==> config.mk <==
export PLATFORM = sky130hd
export DESIGN_NAME = psfb_top
export DESIGN_NICKNAME = d
export VERILOG_FILES = /design/src/hw/psfb_pkg.sv /design/src/hw/psfb_bank_if.sv /design/src/hw/psfb_flag_bank.sv /design/src/hw/psfb_top.sv
export SDC_FILE = /design/constraint.sdc
export NUM_CORES = 1
export LEC_CHECK = 0
export BUFFER_PORTS_ARGS = -buffer_cell sky130_fd_sc_hd__buf_4
export CORE_MARGIN = 10
export CORE_UTILIZATION = 49
export DETAILED_ROUTE_END_ITERATION = 10
export GPL_TIMING_DRIVEN = 0
export HOLD_SLACK_MARGIN = 0.05
export PLACE_DENSITY = 0.82
export SLEW_MARGIN = 40
export SYNTH_ARGS = -nofsm -noshare
export SYNTH_HDL_FRONTEND = slang
export SYNTH_SLANG_ARGS = --single-unit
export TNS_END_PERCENT = 5
==> constraint.sdc <==
create_clock -name i_clk -period 2 [get_ports i_clk]
set_input_delay 0.2 -clock i_clk [delete_from_list [all_inputs] [get_ports i_clk]]
set_output_delay 0.2 -clock i_clk [all_outputs]
set_load 0.01 [all_outputs]
==> src/hw/psfb_pkg.sv <==
// constants, flag layout and register map of the special flag bank
//
// Overview of operation
// RULE1: program never targets flags from advanced instructions
// RULE2: input refresh loads the thirty refresh relays
// RULE3: software leaves reserved flag positions unchanged
// RULE4: carry/borrow read-only, cleared on stop, power-up
// RULE5: program fault read-only, cleared on stop, power-up
// RULE6: three slave link faults keep updating while stopped
// RULE7: summer-time flag read-only, updates while stopped
// RULE8: four write-only calendar/clock request flags
// RULE9: calendar/clock write and read faults, read-only
// RULE10: write-only receive cancel for ports two, three
// RULE11: hold-outputs flag read/write, kept over stop
// RULE12: card state and card busy read-only, kept
// RULE13: counter one control and status flag set
// RULE14: counter two reduced flag set
// RULE15: counter three same flag set as one
// RULE16: per-bit stop-clear and power-on clear classes
package psfb_pkg;

  // ----------------------------------------------------------------
  // register map (byte addresses, one aligned word each)
  // ----------------------------------------------------------------
  localparam logic [3:0] ADDR_FLAGS_LO = 4'h0;
  localparam logic [3:0] ADDR_FLAGS_HI = 4'h4;
  localparam logic [3:0] ADDR_REFRESH = 4'h8;

  localparam int FLAG_W = 64;
  localparam int REFRESH_W = 30;
  localparam logic [31:0] RDATA_RST = 32'h0000_0000;
  localparam logic [FLAG_W-1:0] FLAG_RST = 64'h0;
  localparam logic [REFRESH_W-1:0] REFRESH_RST = 30'h0;

  // ----------------------------------------------------------------
  // flag bit positions: octal flag number taken as the bit index
  // ----------------------------------------------------------------
  localparam int B_CARRY = 3;
  localparam int B_PROG_FAULT = 4;
  localparam int B_SLAVE1 = 5;
  localparam int B_SLAVE2 = 6;
  localparam int B_SLAVE3 = 7;
  localparam int B_SUMMER = 8;
  localparam int B_RTC_WR_FAULT = 11;
  localparam int B_RTC_RD_FAULT = 12;
  localparam int B_DATE_WR = 14;
  localparam int B_TIME_WR = 15;
  localparam int B_DATETIME_WR = 16;
  localparam int B_TIME_ADJ = 17;
  localparam int B_P2_CANCEL = 18;
  localparam int B_P3_CANCEL = 19;
  localparam int B_HOLD_OUT = 21;
  localparam int B_CARD_STATE = 22;
  localparam int B_CARD_BUSY = 23;
  localparam int B_C1_CMP_CLR = 24;
  localparam int B_C1_GATE = 25;
  localparam int B_C1_RST_IN = 26;
  localparam int B_C1_RST_ST = 27;
  localparam int B_C1_MATCH = 28;
  localparam int B_C1_OVER = 29;
  localparam int B_C1_UNDER = 30;
  localparam int B_C1_DIR = 31;
  localparam int B_C2_CMP_CLR = 32;
  localparam int B_C2_GATE = 33;
  localparam int B_C2_RST_IN = 34;
  localparam int B_C2_MATCH = 35;
  localparam int B_C2_OVER = 36;
  localparam int B_C3_CMP_CLR = 37;
  localparam int B_C3_GATE = 38;
  localparam int B_C3_RST_IN = 39;
  localparam int B_C3_RST_ST = 40;
  localparam int B_C3_MATCH = 41;
  localparam int B_C3_OVER = 42;
  localparam int B_C3_UNDER = 43;
  localparam int B_C3_DIR = 44;

  // ----------------------------------------------------------------
  // access and stop-behaviour classes
  // ----------------------------------------------------------------
  // status driven by cpu logic, read-only to software
  localparam logic [FLAG_W-1:0] HW_MASK = 64'h0000_1f18_f8c0_19f8;
  // write-only one-shot requests, read as zero
  localparam logic [FLAG_W-1:0] REQ_MASK = 64'h0000_0000_000f_c000;
  // read/write control flags
  localparam logic [FLAG_W-1:0] SW_MASK = 64'h0000_00e7_0720_0000;
  // forced to zero while the cpu is stopped
  localparam logic [FLAG_W-1:0] CLR_MASK = 64'h0000_0021_0100_0018;
  // frozen while the cpu is stopped
  localparam logic [FLAG_W-1:0] HOLD_MASK = 64'h0000_1fde_fee0_0000;
  localparam logic [FLAG_W-1:0] RD_MASK = HW_MASK | SW_MASK;
  localparam logic [FLAG_W-1:0] WR_MASK = SW_MASK;

  typedef enum logic [1:0] {
    BUS_IDLE = 2'h1,
    BUS_ACK = 2'h2
  } psfb_bus_st_t;

endpackage : psfb_pkg

==> src/hw/psfb_bank_if.sv <==
// link between the bus side and the flag storage
`timescale 1ns/1ps
interface psfb_bank_if;
  logic stop;
  logic [psfb_pkg::FLAG_W-1:0] upd;
  logic [psfb_pkg::FLAG_W-1:0] d;
  logic [psfb_pkg::FLAG_W-1:0] q;

  modport owner (output stop, output upd, output d, input q);
  modport bank (input stop, input upd, input d, output q);
endinterface : psfb_bank_if

==> src/hw/psfb_flag_bank.sv <==
// flag storage with per-bit stop behaviour and power-on clear
`timescale 1ns/1ps
module psfb_flag_bank (
  input wire logic i_clk,
  input wire logic i_rst_b,
  psfb_bank_if.bank bank
);

  typedef struct packed {
    logic [psfb_pkg::FLAG_W-1:0] flags;
  } psfb_bank_st_t;

  psfb_bank_st_t st_r;
  psfb_bank_st_t st_nxt;
  logic [psfb_pkg::FLAG_W-1:0] run_val;

  // ----------------------------------------------------------------
  // next value per retention class
  // ----------------------------------------------------------------
  always_comb begin
    run_val = (bank.upd & bank.d) | (~bank.upd & st_r.flags);
    st_nxt = st_r;
    if (bank.stop) begin
      // operating bits keep updating, held bits freeze, cleared bits drop [RULE16]
      st_nxt.flags = (run_val & ~psfb_pkg::CLR_MASK & ~psfb_pkg::HOLD_MASK)
                   | (st_r.flags & psfb_pkg::HOLD_MASK);
    end else begin
      st_nxt.flags = run_val;
    end
  end

  always_ff @(posedge i_clk) begin
    if (!i_rst_b) begin
      st_r.flags <= psfb_pkg::FLAG_RST; // [RULE16]
    end else begin
      st_r <= st_nxt;
    end
  end

  assign bank.q = st_r.flags;

endmodule : psfb_flag_bank

==> src/hw/psfb_top.sv <==
// special flag bank with avalon-mm register access
`timescale 1ns/1ps
module psfb_top (
  input wire logic i_clk,
  input wire logic i_rst_b,
  input wire logic [3:0] i_avs_address,
  input wire logic i_avs_read,
  input wire logic i_avs_write,
  input wire logic [31:0] i_avs_writedata,
  input wire logic [3:0] i_avs_byteenable,
  output logic [31:0] o_avs_readdata,
  output logic o_avs_waitrequest,
  input wire logic i_cpu_stop,
  input wire logic i_carry_indicator,
  input wire logic i_borrow_indicator,
  input wire logic i_program_fault_flag,
  input wire logic i_slave1_link_fault,
  input wire logic i_slave2_link_fault,
  input wire logic i_slave3_link_fault,
  input wire logic i_summer_time_flag,
  input wire logic i_rtc_write_fault,
  input wire logic i_rtc_read_fault,
  input wire logic i_card_state_flag,
  input wire logic i_card_write_busy,
  input wire logic i_cnt1_reset_state,
  input wire logic i_cnt1_match,
  input wire logic i_cnt1_over,
  input wire logic i_cnt1_under,
  input wire logic i_cnt1_direction,
  input wire logic i_cnt2_match,
  input wire logic i_cnt2_over,
  input wire logic i_cnt3_reset_state,
  input wire logic i_cnt3_match,
  input wire logic i_cnt3_over,
  input wire logic i_cnt3_under,
  input wire logic i_cnt3_direction,
  input wire logic i_input_refresh_instr,
  input wire logic [29:0] i_refresh_inputs,
  output logic o_date_write_request,
  output logic o_time_write_request,
  output logic o_datetime_write_request,
  output logic o_time_adjust_request,
  output logic o_port2_rx_cancel,
  output logic o_port3_rx_cancel,
  output logic o_hold_outputs_on_stop,
  output logic o_cnt1_cmp_out_clear,
  output logic o_cnt1_gate,
  output logic o_cnt1_reset_in,
  output logic o_cnt2_cmp_out_clear,
  output logic o_cnt2_gate,
  output logic o_cnt2_reset_in,
  output logic o_cnt3_cmp_out_clear,
  output logic o_cnt3_gate,
  output logic o_cnt3_reset_in
);

  typedef struct packed {
    psfb_pkg::psfb_bus_st_t bus_st;
    logic waitreq;
    logic [31:0] rdata;
    logic [psfb_pkg::REFRESH_W-1:0] refresh;
  } psfb_top_st_t;

  psfb_top_st_t st_r;
  psfb_top_st_t st_nxt;
  psfb_bank_if bank_if ();

  logic [psfb_pkg::FLAG_W-1:0] hw_vec;
  logic [psfb_pkg::FLAG_W-1:0] wr_mask;
  logic [psfb_pkg::FLAG_W-1:0] wr_data;
  logic wr_take;

  // ----------------------------------------------------------------
  // helpers
  // ----------------------------------------------------------------
  function automatic logic [31:0] psfb_be_mask(input logic [3:0] be);
    logic [31:0] m;
    m = 32'h0;
    for (int i = 0; i < 4; i++) begin
      m[i*8 +: 8] = {8{be[i]}};
    end
    return m;
  endfunction : psfb_be_mask

  function automatic logic [31:0] psfb_read_word(
    input logic [3:0] addr,
    input logic [psfb_pkg::FLAG_W-1:0] flags,
    input logic [psfb_pkg::REFRESH_W-1:0] refresh
  );
    logic [psfb_pkg::FLAG_W-1:0] vis;
    logic [31:0] w;
    vis = flags & psfb_pkg::RD_MASK;
    case (addr)
      psfb_pkg::ADDR_FLAGS_LO: w = vis[31:0];
      psfb_pkg::ADDR_FLAGS_HI: w = vis[63:32];
      psfb_pkg::ADDR_REFRESH: w = {2'h0, refresh};
      default: w = psfb_pkg::RDATA_RST;
    endcase
    return w;
  endfunction : psfb_read_word

  // ----------------------------------------------------------------
  // status image from cpu logic
  // ----------------------------------------------------------------
  always_comb begin
    hw_vec = psfb_pkg::FLAG_RST;
    hw_vec[psfb_pkg::B_CARRY] = i_carry_indicator | i_borrow_indicator; // [RULE4]
    hw_vec[psfb_pkg::B_PROG_FAULT] = i_program_fault_flag; // [RULE5]
    hw_vec[psfb_pkg::B_SLAVE1] = i_slave1_link_fault; // [RULE6]
    hw_vec[psfb_pkg::B_SLAVE2] = i_slave2_link_fault; // [RULE6]
    hw_vec[psfb_pkg::B_SLAVE3] = i_slave3_link_fault; // [RULE6]
    hw_vec[psfb_pkg::B_SUMMER] = i_summer_time_flag; // [RULE7]
    hw_vec[psfb_pkg::B_RTC_WR_FAULT] = i_rtc_write_fault; // [RULE9]
    hw_vec[psfb_pkg::B_RTC_RD_FAULT] = i_rtc_read_fault; // [RULE9]
    hw_vec[psfb_pkg::B_CARD_STATE] = i_card_state_flag; // [RULE12]
    hw_vec[psfb_pkg::B_CARD_BUSY] = i_card_write_busy; // [RULE12]
    hw_vec[psfb_pkg::B_C1_RST_ST] = i_cnt1_reset_state; // [RULE13]
    hw_vec[psfb_pkg::B_C1_MATCH] = i_cnt1_match; // [RULE13]
    hw_vec[psfb_pkg::B_C1_OVER] = i_cnt1_over; // [RULE13]
    hw_vec[psfb_pkg::B_C1_UNDER] = i_cnt1_under; // [RULE13]
    hw_vec[psfb_pkg::B_C1_DIR] = i_cnt1_direction; // [RULE13]
    hw_vec[psfb_pkg::B_C2_MATCH] = i_cnt2_match; // [RULE14]
    hw_vec[psfb_pkg::B_C2_OVER] = i_cnt2_over; // [RULE14]
    hw_vec[psfb_pkg::B_C3_RST_ST] = i_cnt3_reset_state; // [RULE15]
    hw_vec[psfb_pkg::B_C3_MATCH] = i_cnt3_match; // [RULE15]
    hw_vec[psfb_pkg::B_C3_OVER] = i_cnt3_over; // [RULE15]
    hw_vec[psfb_pkg::B_C3_UNDER] = i_cnt3_under; // [RULE15]
    hw_vec[psfb_pkg::B_C3_DIR] = i_cnt3_direction; // [RULE15]
  end

  // ----------------------------------------------------------------
  // bus write decode
  // ----------------------------------------------------------------
  // a write lands only at the edge where waitrequest is seen low
  assign wr_take = (st_r.bus_st == psfb_pkg::BUS_ACK) & i_avs_write;

  always_comb begin
    wr_mask = psfb_pkg::FLAG_RST;
    wr_data = psfb_pkg::FLAG_RST;
    if (wr_take) begin
      case (i_avs_address)
        psfb_pkg::ADDR_FLAGS_LO: begin
          wr_mask[31:0] = psfb_be_mask(i_avs_byteenable);
          wr_data[31:0] = i_avs_writedata;
        end
        psfb_pkg::ADDR_FLAGS_HI: begin
          wr_mask[63:32] = psfb_be_mask(i_avs_byteenable);
          wr_data[63:32] = i_avs_writedata;
        end
        default: begin
          wr_mask = psfb_pkg::FLAG_RST;
        end
      endcase
    end
  end

  // ----------------------------------------------------------------
  // flag bank feed
  // ----------------------------------------------------------------
  assign bank_if.stop = i_cpu_stop;
  // read-only and reserved bits never take bus data [RULE4] [RULE5] [RULE12]
  // requests are rewritten every cycle, so a set bit lives one cycle [RULE8] [RULE10]
  assign bank_if.upd = psfb_pkg::HW_MASK | psfb_pkg::REQ_MASK
                     | (wr_mask & psfb_pkg::WR_MASK); // [RULE11] [RULE13]
  assign bank_if.d = (hw_vec & psfb_pkg::HW_MASK)
                   | (wr_data & wr_mask & (psfb_pkg::REQ_MASK | psfb_pkg::WR_MASK));

  psfb_flag_bank u_bank (
    .i_clk(i_clk),
    .i_rst_b(i_rst_b),
    .bank(bank_if)
  );

  // ----------------------------------------------------------------
  // bus handshake and refresh relays
  // ----------------------------------------------------------------
  always_comb begin
    st_nxt = st_r;
    case (st_r.bus_st)
      psfb_pkg::BUS_IDLE: begin
        if (i_avs_read | i_avs_write) begin
          st_nxt.bus_st = psfb_pkg::BUS_ACK;
          st_nxt.waitreq = 1'b0;
          st_nxt.rdata = i_avs_read ?
            psfb_read_word(i_avs_address, bank_if.q, st_r.refresh) : psfb_pkg::RDATA_RST;
        end
      end
      psfb_pkg::BUS_ACK: begin
        st_nxt.bus_st = psfb_pkg::BUS_IDLE;
        st_nxt.waitreq = 1'b1;
      end
      default: begin
        st_nxt.bus_st = psfb_pkg::BUS_IDLE;
        st_nxt.waitreq = 1'b1;
      end
    endcase
    if (i_input_refresh_instr) begin
      st_nxt.refresh = i_refresh_inputs; // [RULE2]
    end
  end

  always_ff @(posedge i_clk) begin
    if (!i_rst_b) begin
      st_r.bus_st <= psfb_pkg::BUS_IDLE;
      st_r.waitreq <= 1'b1;
      st_r.rdata <= psfb_pkg::RDATA_RST;
      st_r.refresh <= psfb_pkg::REFRESH_RST;
    end else begin
      st_r <= st_nxt;
    end
  end

  // ----------------------------------------------------------------
  // outputs
  // ----------------------------------------------------------------
  assign o_avs_readdata = st_r.rdata;
  assign o_avs_waitrequest = st_r.waitreq;
  assign o_date_write_request = bank_if.q[psfb_pkg::B_DATE_WR];
  assign o_time_write_request = bank_if.q[psfb_pkg::B_TIME_WR];
  assign o_datetime_write_request = bank_if.q[psfb_pkg::B_DATETIME_WR];
  assign o_time_adjust_request = bank_if.q[psfb_pkg::B_TIME_ADJ];
  assign o_port2_rx_cancel = bank_if.q[psfb_pkg::B_P2_CANCEL];
  assign o_port3_rx_cancel = bank_if.q[psfb_pkg::B_P3_CANCEL];
  assign o_hold_outputs_on_stop = bank_if.q[psfb_pkg::B_HOLD_OUT];
  assign o_cnt1_cmp_out_clear = bank_if.q[psfb_pkg::B_C1_CMP_CLR];
  assign o_cnt1_gate = bank_if.q[psfb_pkg::B_C1_GATE];
  assign o_cnt1_reset_in = bank_if.q[psfb_pkg::B_C1_RST_IN];
  assign o_cnt2_cmp_out_clear = bank_if.q[psfb_pkg::B_C2_CMP_CLR];
  assign o_cnt2_gate = bank_if.q[psfb_pkg::B_C2_GATE];
  assign o_cnt2_reset_in = bank_if.q[psfb_pkg::B_C2_RST_IN];
  assign o_cnt3_cmp_out_clear = bank_if.q[psfb_pkg::B_C3_CMP_CLR];
  assign o_cnt3_gate = bank_if.q[psfb_pkg::B_C3_GATE];
  assign o_cnt3_reset_in = bank_if.q[psfb_pkg::B_C3_RST_IN];

endmodule : psfb_top

==> results.txt, run 1 <==
* Class of the tightest hold or removal check: input pin to flop
- In this run the power density over the cells is 685.8 nW/µm².
- Path type of the worst setup path: flop to flop
* Total Routed Length: 11320 µm
- CTS clk-pin slew, worst paths: 0.09 ns
- The worst setup path is launched from a flop.
- The analysis attributes to net switching a power of approximately 0.00092 W.
* # DRC: 0
- On the worst path, the slowest cell contributes a delay of 0.42 ns.
- Summed over all failing endpoints, the final setup total negative slack is 0 ns.
- Largest vdd supply drop: about 0.00047 V
* Arrival time of data at the critical path endpoint: a little over 2 ns
* Postcts setup bufs: 0
* Clock tree from TritonCTS: built
- Counting tap cells, the placed design contains a total of 629 instances.
* Effective utilization at floorplan: approximately 50%
* Reported leakage power: around 2.4 nW
* Worst setup slack after layout: 0.2436 ns
* Number of CTS-inserted buffers: 9
- Compound-gate portion of the synthesized area: 13.05%
- Most used routing layer in global routing: met2
* Multiplexer area fraction after synthesis: 12.83%
- Max-cap violations in this run came to 0.
* Violation count after the first detailed-routing iteration: 202
- Router iterations before antenna repair: 5
- The die covers 12320 µm².
- Pin count of the biggest net entering global routing: 17
- Wire length of the first global-routing pass: 18470 µm
- The synthesized netlist devotes about 15% of its cell area to simple gates.
* Total nets after synthesis: 495
* Number of vias in the routed layout: 3389
* Fraction of final layout cells with drive strength greater than 1: roughly 36%
* Worst Hold Margin: 0.05917 ns
- Total count of hold-check failures in the final report: 0
- Counting every sink on the clock net gives 102.
* Yosys reg bits: around 100
* Number of global-route vias before repair: 3625
- Transition time of the tightest slew-check pin: approximately 0.77 ns
* RSZ-0062 raised after global routing: no
* Sequential-to-total area share from yosys stat: 50.34%
* Remaining antenna violation count after routing: 0
- By area, the combinational part of the netlist is dominated by simple AND/OR/NAND/NOR gates.
- Combinational share of power: 11.0%
- From bottom edge to top edge, the die measures around 110 µm.
- Maximum fanout along the worst path: 10
- The critical path goes through nor2b_1 > o21ai_2 > and2_0 > clkbuf_1 > clkbuf_1 > o2bb2ai_1.
- Cell area after synthesis: 4056 µm²
- Worst Skew: 0.009572 ns
* Root buffer cell: sky130_fd_sc_hd__clkbuf_8
* Number of vias per cell after detailed routing: 5.174
* Chip width: 111.0 µm
- The max-slew violation count came to 0.
- The number of antenna violations at the first check in global routing came to 1.
- The internal portion of the total power is 0.002793 W.
- During synthesis, Yosys emitted a total of 0 warnings.
* Remaining max-slew budget at the tightest pin: 48.54%
* Switching share of power: 24.87%
* Depth of the CTS H-tree: 3
* Routed length per placed instance: 17.28 µm
- The slowest stage of the critical path belongs to the cell sky130_fd_sc_hd__clkbuf_1.
- Site row count: 33
- Post-CTS repair changed the size of 0 cells.
- The congestion estimate from routability-driven global placement came to 0.8314.
- Buffers on Ports: 128
- Setup violations remaining at the end of the flow were counted as 0.
- In the final design database the tool counted 643 nets.
* Outcome: complete, no violations
* Synthesized area per cell: 10.24 µm²
* CORE AREA: 8134 µm²
- Post-layout min period: 1.756 ns
- Timing analysis after detailed placement gives a worst setup slack of 0.1889 ns.
- Sequential share of power: roughly 57%
- Max Freq: between 500 and 600 MHz
- In this run, distinct cell masters in the synthesized netlist total 34.
- Final std cells w/o fill: roughly 660
- Maximum buffer depth of the clock tree: 2
- After global routing the overflow that remains totals 0.
- Instance count of the mapped netlist: 396
- Among the stages of the critical path, the cell type that occurs most often is sky130_fd_sc_hd__clkbuf_1.
* Grt met2 use: a little over 30%
* Number of buffers and inverters on the critical path: 2
- At the worst endpoint, the required time is 2.28 ns.
- Adder-Cell Fraction of Synth Area: 0%
* Clock latency of the later-clocked register in the worst-skew pair: 0.35 ns
- After Yosys synthesis, XOR and XNOR cells account for 0% of the synthesized area.
- Relative to the synthesized area, the layout overhead comes to 33.62%.
- Cell type group with the largest total delay on the critical path: buffers and inverters
- Period utilisation layout: 87.82%
* Global-route usage over all layers: ~18%
* Critical path capture point type: flop
- Once detailed placement completed, the half-perimeter wirelength came to a little under 9000 µm.
- Number of placed I/O pins: between 100 and 150
- M1 GR Usage: 22.14%
* Global Route met3 Usage: between 4 and 5%
- Of the total power, the clock network draws 31.7%.
[layer usage]
metal	wire length [µm]	share of wire, %	vias up
met3	741	6.5	13
met5	0	0	-
met1	4829	43	1587
met4	168	1.5	0
met2	5580	49	134
li1	-	-	1655
[through the flow]
step                utilization [%]  cell area (µm²)  power, W
finish                        66.64             5420  0.003717
global route                  66.64             5420  0.003865
CTS                           66.47             5406  0.003751
detailed placement            63.30             5149  0.002573
global placement              63.30             5149  0.002559
floorplan                         -             4056  0.002365
[sequential cells by signal, summed over array words and instances, names as in the netlist, named ones only]
register,flops
o_avs_readdata,32
u_bank.bank.q,35
st_r,32
[power by group through the flow]
stage                     sequential, W  clock [W]  combinational, W
after floorplan                 0.00217          0          0.000197
after detailed placement        0.00218          0          0.000396
final                           0.00213    0.00118          0.000410
after global routing            0.00214    0.00128          0.000450
after global placement          0.00217          0          0.000386
after CTS                       0.00213    0.00121          0.000410
[timing repair]
| action | 4_1_cts | 5_1_grt |
|---|---|---|
| hold buffers | 8 | 1 |
| hold endpoints to repair | 7 | 1 |
| setup endpoints to repair | 0 | 0 |
[layout by cell type, fill, tap and decap left out, drive strengths merged, types with 2 or more instances in the layout]
master,instances
nor2b,3
o2bb2ai,14
mux2i,52
nand3b,3
a211oi,8
nand3,2
clkinvlp,2
a222oi,8
dfxtp,102
clkbuf,28
inv,4
buf,169
and2,11
clkinv,2
o21ai,3
dlygate4sd3,9
a21oi,8
nor2,64
nor4,2
a22oi,24
nand2,21
nor4b,2
and4,2
[cell usage after synthesis, drive strengths merged]
| cell | count | area share, % |
|---|---|---|
| dfxtp | 102 | 50 |
| nor2 | 64 | 6.3 |
| mux2i | 52 | 13 |
| buf | 42 | 7.2 |
| a22oi | 24 | 4.4 |
| nand2 | 21 | 2.0 |
| clkbuf | 15 | 1.4 |
| o2bb2ai | 14 | 3.0 |
| and2 | 11 | 1.7 |
| a211oi | 8 | 1.5 |
| a21oi | 8 | 0.99 |
| a222oi | 8 | 2.0 |
| inv | 4 | 0.37 |
| nand3b | 3 | 0.56 |
| nor2b | 3 | 0.46 |
| o21ai | 3 | 0.46 |
| and4 | 2 | 0.43 |
| nand3 | 2 | 0.25 |
| nor4 | 2 | 1.0 |
| nor4b | 2 | 0.96 |
| a2111oi | 1 | 0.68 |
| and3 | 1 | 0.15 |
| nand2b | 1 | 0.15 |
| nand4 | 1 | 0.31 |
| nor3 | 1 | 0.25 |
| or4 | 1 | 0.28 |
[kinds of logic after synthesis]
group,count (synthesis)
simple gates,115
compound gates,66
flops,102
mux,52
buf+inv,61
[cell type report]
cell class | count | area (µm²)
Antenna cell | 1 | 2.502
Buffer | 57 | 349.1
Clock buffer | 12 | 145.1
Clock inverter | 4 | 32.53
Fill cell | 701 | 2714
Inverter | 4 | 15.01
Multi-Input combinational cell | 233 | 1652
Sequential cell | 102 | 2042
Tap cell | 105 | 131.4
Timing Repair Buffer | 137 | 1051
[final timing paths]
path                       from                  to  slack [ns]  depth (start not counted)
min          i_summer_time_flag    u_bank.bank.q[8]        0.06                          2
max reg2reg            st_r[63]  o_avs_readdata[28]        0.24                          6
min reg2reg   o_avs_readdata[9]   o_avs_readdata[9]        0.47                          1
max                    st_r[63]  o_avs_readdata[28]        0.24                          6
[worst reg2reg max path: cells and delay by family, from the launching register on]
family / cells / cell delay (ns)
buffers and inverters: 2 / 0.64
AOI/OAI and AO/OA: 2 / 0.36
DFF: 1 / 0.34
and+or+nand+nor: 2 / 0.33
Note: power is estimated with default switching activity, not from simulation.
==> run 2: changes to the inputs <==
--- a/config.mk
+++ b/config.mk
@@ -11,7 +11,8 @@
 export DETAILED_ROUTE_END_ITERATION = 10
 export GPL_TIMING_DRIVEN = 0
 export HOLD_SLACK_MARGIN = 0.05
-export PLACE_DENSITY = 0.82
+export PLACE_DENSITY = 0.79
+export RECOVER_POWER = 100
 export SLEW_MARGIN = 40
 export SYNTH_ARGS = -nofsm -noshare
 export SYNTH_HDL_FRONTEND = slang
==> results.txt, run 2 (synthesis results as in run 1) <==
- Number of global-route vias before repair: 3530 (-2.6%)
* Site row count: 33 (unchanged)
* Transition time of the tightest slew-check pin: 0.8034 ns (+0.03152 ns)
- The post-placement cell area is 5149 µm² (unchanged).
- The count of buffers inserted at the top-level ports is 128 (unchanged).
* CORE AREA: 8134 µm² (unchanged)
- Global-route usage over all layers: 17.83% (-0.43 points)
- Routed length per placed instance: 17.53 µm (+1.5%)
* RSZ-0062 raised after global routing: no
* Antenna fix cells: 0 (-1)
* Remaining antenna violation count after routing: 0 (unchanged)
* Critical path capture point type: flop
* Commonest non-fill, non-tap cell in the layout: sky130_fd_sc_hd__buf_4
- The HPWL after detailed placement came to 8598 µm (-0.68%).
- Commonest non-fill, non-tap cells in the layout: sky130_fd_sc_hd__buf_4, sky130_fd_sc_hd__dfxtp_1, sky130_fd_sc_hd__nor2_1, sky130_fd_sc_hd__clkbuf_1, sky130_fd_sc_hd__mux2i_1
- Reported leakage power: 2.186 nW (-9.8%)
- Number of vias per cell after detailed routing: 5.065 (-2.1%)
- Class of the tightest hold or removal check: input pin to flop
- Maximum buffer depth of the clock tree: 2 (unchanged)
- The number of H-tree levels is 3 (unchanged).
- The total wire length after detailed routing was 11400 µm (+0.68%).
- Final setup violation count: 0 (unchanged)
* Total number of nets in the final design: 640 (-0.47%)
* GPL Wtd Cong: 0.7503 (-9.8%)
* Flip-flop count of the largest register after layout: 35 (unchanged)
- Fraction of final layout cells with drive strength greater than 1: 26.61% (-9.3 points)
- Root buffer cell: sky130_fd_sc_hd__clkbuf_8
* Path type of the worst setup path: flop to flop
* Pin count of the biggest net entering global routing: 16 (-1)
- Effective utilization at floorplan: 49.87% (unchanged)
* Number of CTS-inserted buffers: 9 (unchanged)
- Area Overhead vs Synth: 27.24%
* Hold Path Depth: 3 (+1)
- Setup slack, reg-to-reg: 0.15 ns (-0.10 ns)
* Logic depth of the worst register-to-register path: 6 (unchanged)
- Die height: 111.0 µm (unchanged)
- Clock latency of the later-clocked register in the worst-skew pair: 0.35 ns (about the same)
* Chip width: 111.0 µm (unchanged)
- The data required time of the critical path was 2.28 ns (about the same).
- Pwr dens: 704.3 nW/µm² (+2.7%)
- Violation count after the first detailed-routing iteration: 171 (-15%)
* Outcome: complete, no violations
- Arrival time of data at the critical path endpoint: 2.13 ns (+0.09 ns)
- The total count of hold-check failures in the final report came to 0 (unchanged).
* CTS clk-pin slew, worst paths: 0.09 ns (about the same)
* Period utilisation layout: 92.68% (+4.9 points)
* Area enclosed by the die boundary: 12320 µm² (unchanged)
* Worst Skew: 0.008713 ns (-0.0008590 ns)
* Utilization of the core after routing: 63.45% (-3.2 points)
- Overflow left after global routing: 0 (unchanged)
- Remaining max-slew budget at the tightest pin: 46.44% (-2.1 points)
* Sinks on Clock Net: 102 (unchanged)
- Count of cells resized by post-cts repair: 0 (unchanged)
- The number of antenna violations at the first check in global routing is 0 (-1).
* Router iterations before antenna repair: 5 (unchanged)
* Clock tree from TritonCTS: built
- Post-layout min period: 1.854 ns (+0.09715 ns)
* Max Freq: 539.5 MHz (-5.2%)
- The remaining routing DRC violations came to 0 (unchanged).
* Kind of start point of the critical path: flop
- Largest vdd supply drop: 0.0003595 V (-23%)
* Number of placed I/O pins: 148 (unchanged)
- The number of maximum-capacitance violations is 0 (unchanged).
- The first-pass GRT wire length came to 18130 µm (-1.9%).
- Maximum fanout along the worst path: 10 (unchanged)
* Pins Over Slew Limit: 0 (unchanged)
- Post-Layout Inst Area: 5161 µm² (-4.8%)
* TNS Setup: 0 ns (unchanged)
- The detailed-route via count came to 3292 (-2.9%).
==> run 2: cell count changes in the layout (fill, tap and decap cells not counted), moves of 2 or more <==
cell | before | now
sky130_fd_sc_hd__and2_0 | 1 | 6
sky130_fd_sc_hd__and2_1 | 10 | 5
sky130_fd_sc_hd__buf_2 | 8 | 5
sky130_fd_sc_hd__buf_4 | 161 | 112
sky130_fd_sc_hd__clkbuf_1 | 17 | 62
sky130_fd_sc_hd__clkbuf_4 | 0 | 6
sky130_fd_sc_hd__clkinv_2 | 0 | 2
sky130_fd_sc_hd__clkinv_4 | 2 | 0
sky130_fd_sc_hd__dlygate4sd3_1 | 9 | 6
sky130_fd_sc_hd__nor2_1 | 62 | 64
sky130_fd_sc_hd__nor2_4 | 2 | 0
==> run 2: area by class of cell <==
| class | instances | area [µm²] |
|---|---|---|
| fillers | 745 | 2973 |
| flip-flops and latches | 102 | 2042 |
| multi-input cells | 233 | 1610 |
| repair buffers | 134 | 859.6 |
| plain buffers | 57 | 346.6 |
| clock buffers | 11 | 131.4 |
| well taps | 105 | 131.4 |
| clock inverters | 4 | 25.02 |
| inverters | 4 | 15.01 |
==> run 2: critical path: stages, from the launching register on <==
cell and delay [ns]:
sky130_fd_sc_hd__dfxtp_1 0.35, sky130_fd_sc_hd__nor2b_1 0.15, sky130_fd_sc_hd__o21ai_2 0.19, sky130_fd_sc_hd__clkbuf_1 0.49, sky130_fd_sc_hd__clkbuf_2 0.35, sky130_fd_sc_hd__a22oi_1 0.13
sky130_fd_sc_hd__nor2_1 0.12
==> run 2: final timing paths <==
path,from,to
setup / recovery,st_r[63],o_avs_readdata[16]
hold / removal,i_carry_indicator,u_bank.bank.q[3]
setup reg to reg,st_r[63],o_avs_readdata[16]
hold reg to reg,o_avs_readdata[26],o_avs_readdata[26]
==> run 2: power breakdown <==
group	internal, W	total [W]	leakage [nW]	switching, W
Combinational	0.000197	0.000400	1.28	0.000203
Sequential	0.00210	0.00213	0.833	0.0000342
Clock	0.000443	0.00111	0.0752	0.000662
==> run 2: routing by layer <==
layer	routed length, µm	track usage (%)	vias to the layer above
li1	-	-	1641
met1	5185	22.11	1547
met2	5479	29.91	96
met3	641	4.329	8
met4	90	5.035	0
met5	0	0	-
==> run 2: per-stage QoR <==
step / hold slack, ns / total power, W / std cells / worst slack [ns]
2_1_floorplan: 0.3122 / 0.002365 / 396 / 0.5431
5_1_grt: 0.06323 / 0.003781 / 650 / 0.01281
6_report: 0.05668 / 0.003635 / 650 / 0.1465
4_1_cts: 0.05157 / 0.003663 / 649 / 0.2238
3_5_place_dp: 0.4102 / 0.002574 / 629 / 0.1601
3_3_place_gp: 0.4014 / 0.002561 / 629 / 0.2055
==> run 2: timing repair <==
item | in CTS | in global routing
setup buffers | 0 | 0
hold buffers | 5 | 1
hold endpoints to repair | 5 | 1
endpoints found under the setup margin | 0 | 0
==> run 3: changes to the inputs <==
--- a/config.mk
+++ b/config.mk
@@ -6,6 +6,7 @@
 export NUM_CORES = 1
 export LEC_CHECK = 0
 export BUFFER_PORTS_ARGS = -buffer_cell sky130_fd_sc_hd__buf_4
+export CORE_ASPECT_RATIO = 1.75
 export CORE_MARGIN = 10
 export CORE_UTILIZATION = 49
 export DETAILED_ROUTE_END_ITERATION = 10
==> results.txt, run 3 (synthesis results as in run 1) <==
* Maximum buffer depth of the clock tree: 2 (unchanged)
* Pwr dens: 840.6 nW/µm² (+19%)
* Total half-perimeter wirelength after legalization and detailed placement: 9121 µm (+6.1%)
* Chip width: 88.78 µm (-20%)
* Kind of start point of the critical path: flop
* Area enclosed by the die boundary: 12460 µm² (+1.2%)
- Post-layout min period: 1.866 ns (+0.01199 ns)
- The total wire length after detailed routing was 11960 µm (+5.0%).
- CTS clk-pin slew, worst paths: 0.07 ns (-0.02 ns)
- The number of antenna violations at the first check in global routing came to 0 (unchanged).
- Transition time of the tightest slew-check pin: 0.8250 ns (+0.02163 ns)
- Logic depth of the worst register-to-register path: 5 (-1)
- The relative max-transition margin was 45.00% (-1.4 points).
* Setup crit end: o_avs_readdata[26]
- Remaining antenna violation count after routing: 0 (unchanged)
* Final setup violation count: 0 (unchanged)
- Commonest non-fill, non-tap cell in the layout: sky130_fd_sc_hd__buf_4
* Clock latency of the later-clocked register in the worst-skew pair: 0.35 ns (about the same)
- The area growth from synthesis to layout is 30.35%.
* Maximum fanout along the worst path: 10 (unchanged)
* Number of max-capacitance violations reported: 0 (unchanged)
* Effective utilization at floorplan: 50.60% (+0.73 points)
- Flip-flop count of the largest register after layout: 35 (unchanged)
* Total count of hold-check failures in the final report: 0 (unchanged)
* Outcome: complete, no violations
* Count of cells resized by post-cts repair: 0 (unchanged)
- Global-route usage over all layers: 19.31% (+1.5 points)
- TritonCTS built the clock tree.
- The largest vdd supply drop is 0.0006346 V (+77%).
* Sinks on Clock Net: 102 (unchanged)
- The data required time of the critical path came to 2.28 ns (about the same).
* Antenna fix cells: 0 (unchanged)
* Worst Skew: 0.004602 ns (-0.004111 ns)
- Fraction of final layout cells with drive strength greater than 1: 27.21% (+0.60 points)
* Router iterations before antenna repair: 5 (unchanged)
- Number of CTS-inserted buffers: 9 (unchanged)
- RSZ-0062 raised after global routing: no
- The quantity of hold-fixing buffers added after cts was 4 (-1).
- The minimum setup slack among reg-to-reg paths came to 0.13 ns (about the same).
- The tightest min-delay check is of the input pin to flop type.
* Total number of nets in the final design: 638 (-0.31%)
- Total design power: 0.004445 W (+22%)
- The critical path in this run is classified as flop to flop.
- Routed length per placed instance: 18.87 µm (+7.6%)
- CTS placed an instance of sky130_fd_sc_hd__clkbuf_16 at the clock tree root.
- Arrival time of data at the critical path endpoint: 2.14 ns (about the same)
* Commonest non-fill, non-tap cells in the layout: sky130_fd_sc_hd__buf_4, sky130_fd_sc_hd__dfxtp_1, sky130_fd_sc_hd__nor2_1, sky130_fd_sc_hd__clkbuf_1, sky130_fd_sc_hd__mux2i_1
* CORE AREA: 8016 µm² (-1.4%)
- Reg-to-reg critical path startpoint: st_r[63]
- The die height is 140.4 µm (+26%).
* Number of placed I/O pins: 148 (unchanged)
- Number of vias in the routed layout: 3397 (+3.2%)
- The fraction of the cycle the final worst path needs was 93.28% (+0.60 points).
- Buffers on Ports: 128 (unchanged)
- The remaining routing DRC violations was 0 (unchanged).
- Reported leakage power: 2.258 nW (+3.3%)
- Max Freq: 536.0 MHz (-0.64%)
- The worst register-to-register path ends at o_avs_readdata[26].
- The max-slew violation count is 0 (unchanged).
- Count of filler cells inserted in the layout: 693 (-7.0%)
* Depth of the CTS H-tree: 3 (unchanged)
- Number of vias per cell after detailed routing: 5.358 (+5.8%)
- Site row count: 43 (+30%)
- Overflow left after global routing: 0 (unchanged)
* Violation count after the first detailed-routing iteration: 203 (+19%)
* Pin count of the biggest net entering global routing: 19 (+3)
* Number of global-route vias before repair: 3575 (+1.3%)
- Post-Layout Inst Area: 5288 µm² (+2.4%)
- The worst setup path is captured at a flop.
- The first-pass GRT wire length came to 18350 µm (+1.3%).
- The startpoint identified for the worst hold timing path is i_slave1_link_fault.
* Post-Place Setup Slack: 0.1553 ns (-0.004848 ns)
* Postcts setup bufs: 0 (unchanged)
- Total cell area at the placement stage: 5130 µm² (-0.36%)
- GPL Wtd Cong: 0.8184 (+9.1%)
- TNS Setup: 0 ns (unchanged)
- The critical path starts at st_r[63].
* Worst setup slack after layout: 0.1345 ns (-0.01199 ns)
==> run 3: through the flow <==
stage               util (%)  hold WS (ns)  std cells
floorplan                  -        0.3122        396
finish                 65.96       0.06276        634
detailed placement     63.99        0.4104        614
CTS                    68.58       0.05239        634
global route           65.96       0.05799        634
global placement       63.99        0.4025        614
==> run 3: cell type report <==
class	instances	area [µm²]	share of cell area (%)
inverters	4	15.01	0.2840
clock inverters	7	102.6	1.940
well taps	90	112.6	2.130
plain buffers	57	345.3	6.531
flip-flops and latches	102	2042	38.62
clock buffers	9	225.2	4.259
multi-input cells	233	1598	30.22
repair buffers	132	847.1	16.02
==> run 3: power by group <==
part	switching (W)	internal [W]	leakage, nW
logic	0.000202	0.000193	1.27
registers	0.0000355	0.00210	0.833
clock network	0.000804	0.00111	0.157
total	0.00104	0.00340	2.26
==> run 3: metal layers <==
layer | wire length (µm) | track usage [%] | part of all wire (%)
met5 | 0 | 0 | 0
met1 | 4461 | 20.19 | 37
met4 | 406 | 10.44 | 3.4
met3 | 654 | 4.646 | 5.5
met2 | 6441 | 33.78 | 54
==> run 3: worst min-delay path by stage <==
stage | end | slack [ns] | cells past startpoint
2_1_floorplan | u_bank.bank.q[4] | 0.31 | 2
3_3_place_gp | u_bank.bank.q[19] | 0.40 | 2
3_5_place_dp | u_bank.bank.q[17] | 0.41 | 2
4_1_cts | u_bank.bank.q[5] | 0.05 | 2
5_1_grt | u_bank.bank.q[5] | 0.06 | 2
6_report | u_bank.bank.q[5] | 0.06 | 2
==> run 3: worst max-delay path, cell delays in order, from the launching register on <==
cell and delay [ns]:
sky130_fd_sc_hd__dfxtp_1 0.39, sky130_fd_sc_hd__nand3b_1 0.20, sky130_fd_sc_hd__a2111oi_4 0.59, sky130_fd_sc_hd__nand2_2 0.19, sky130_fd_sc_hd__buf_2 0.24, sky130_fd_sc_hd__o2bb2ai_1 0.17
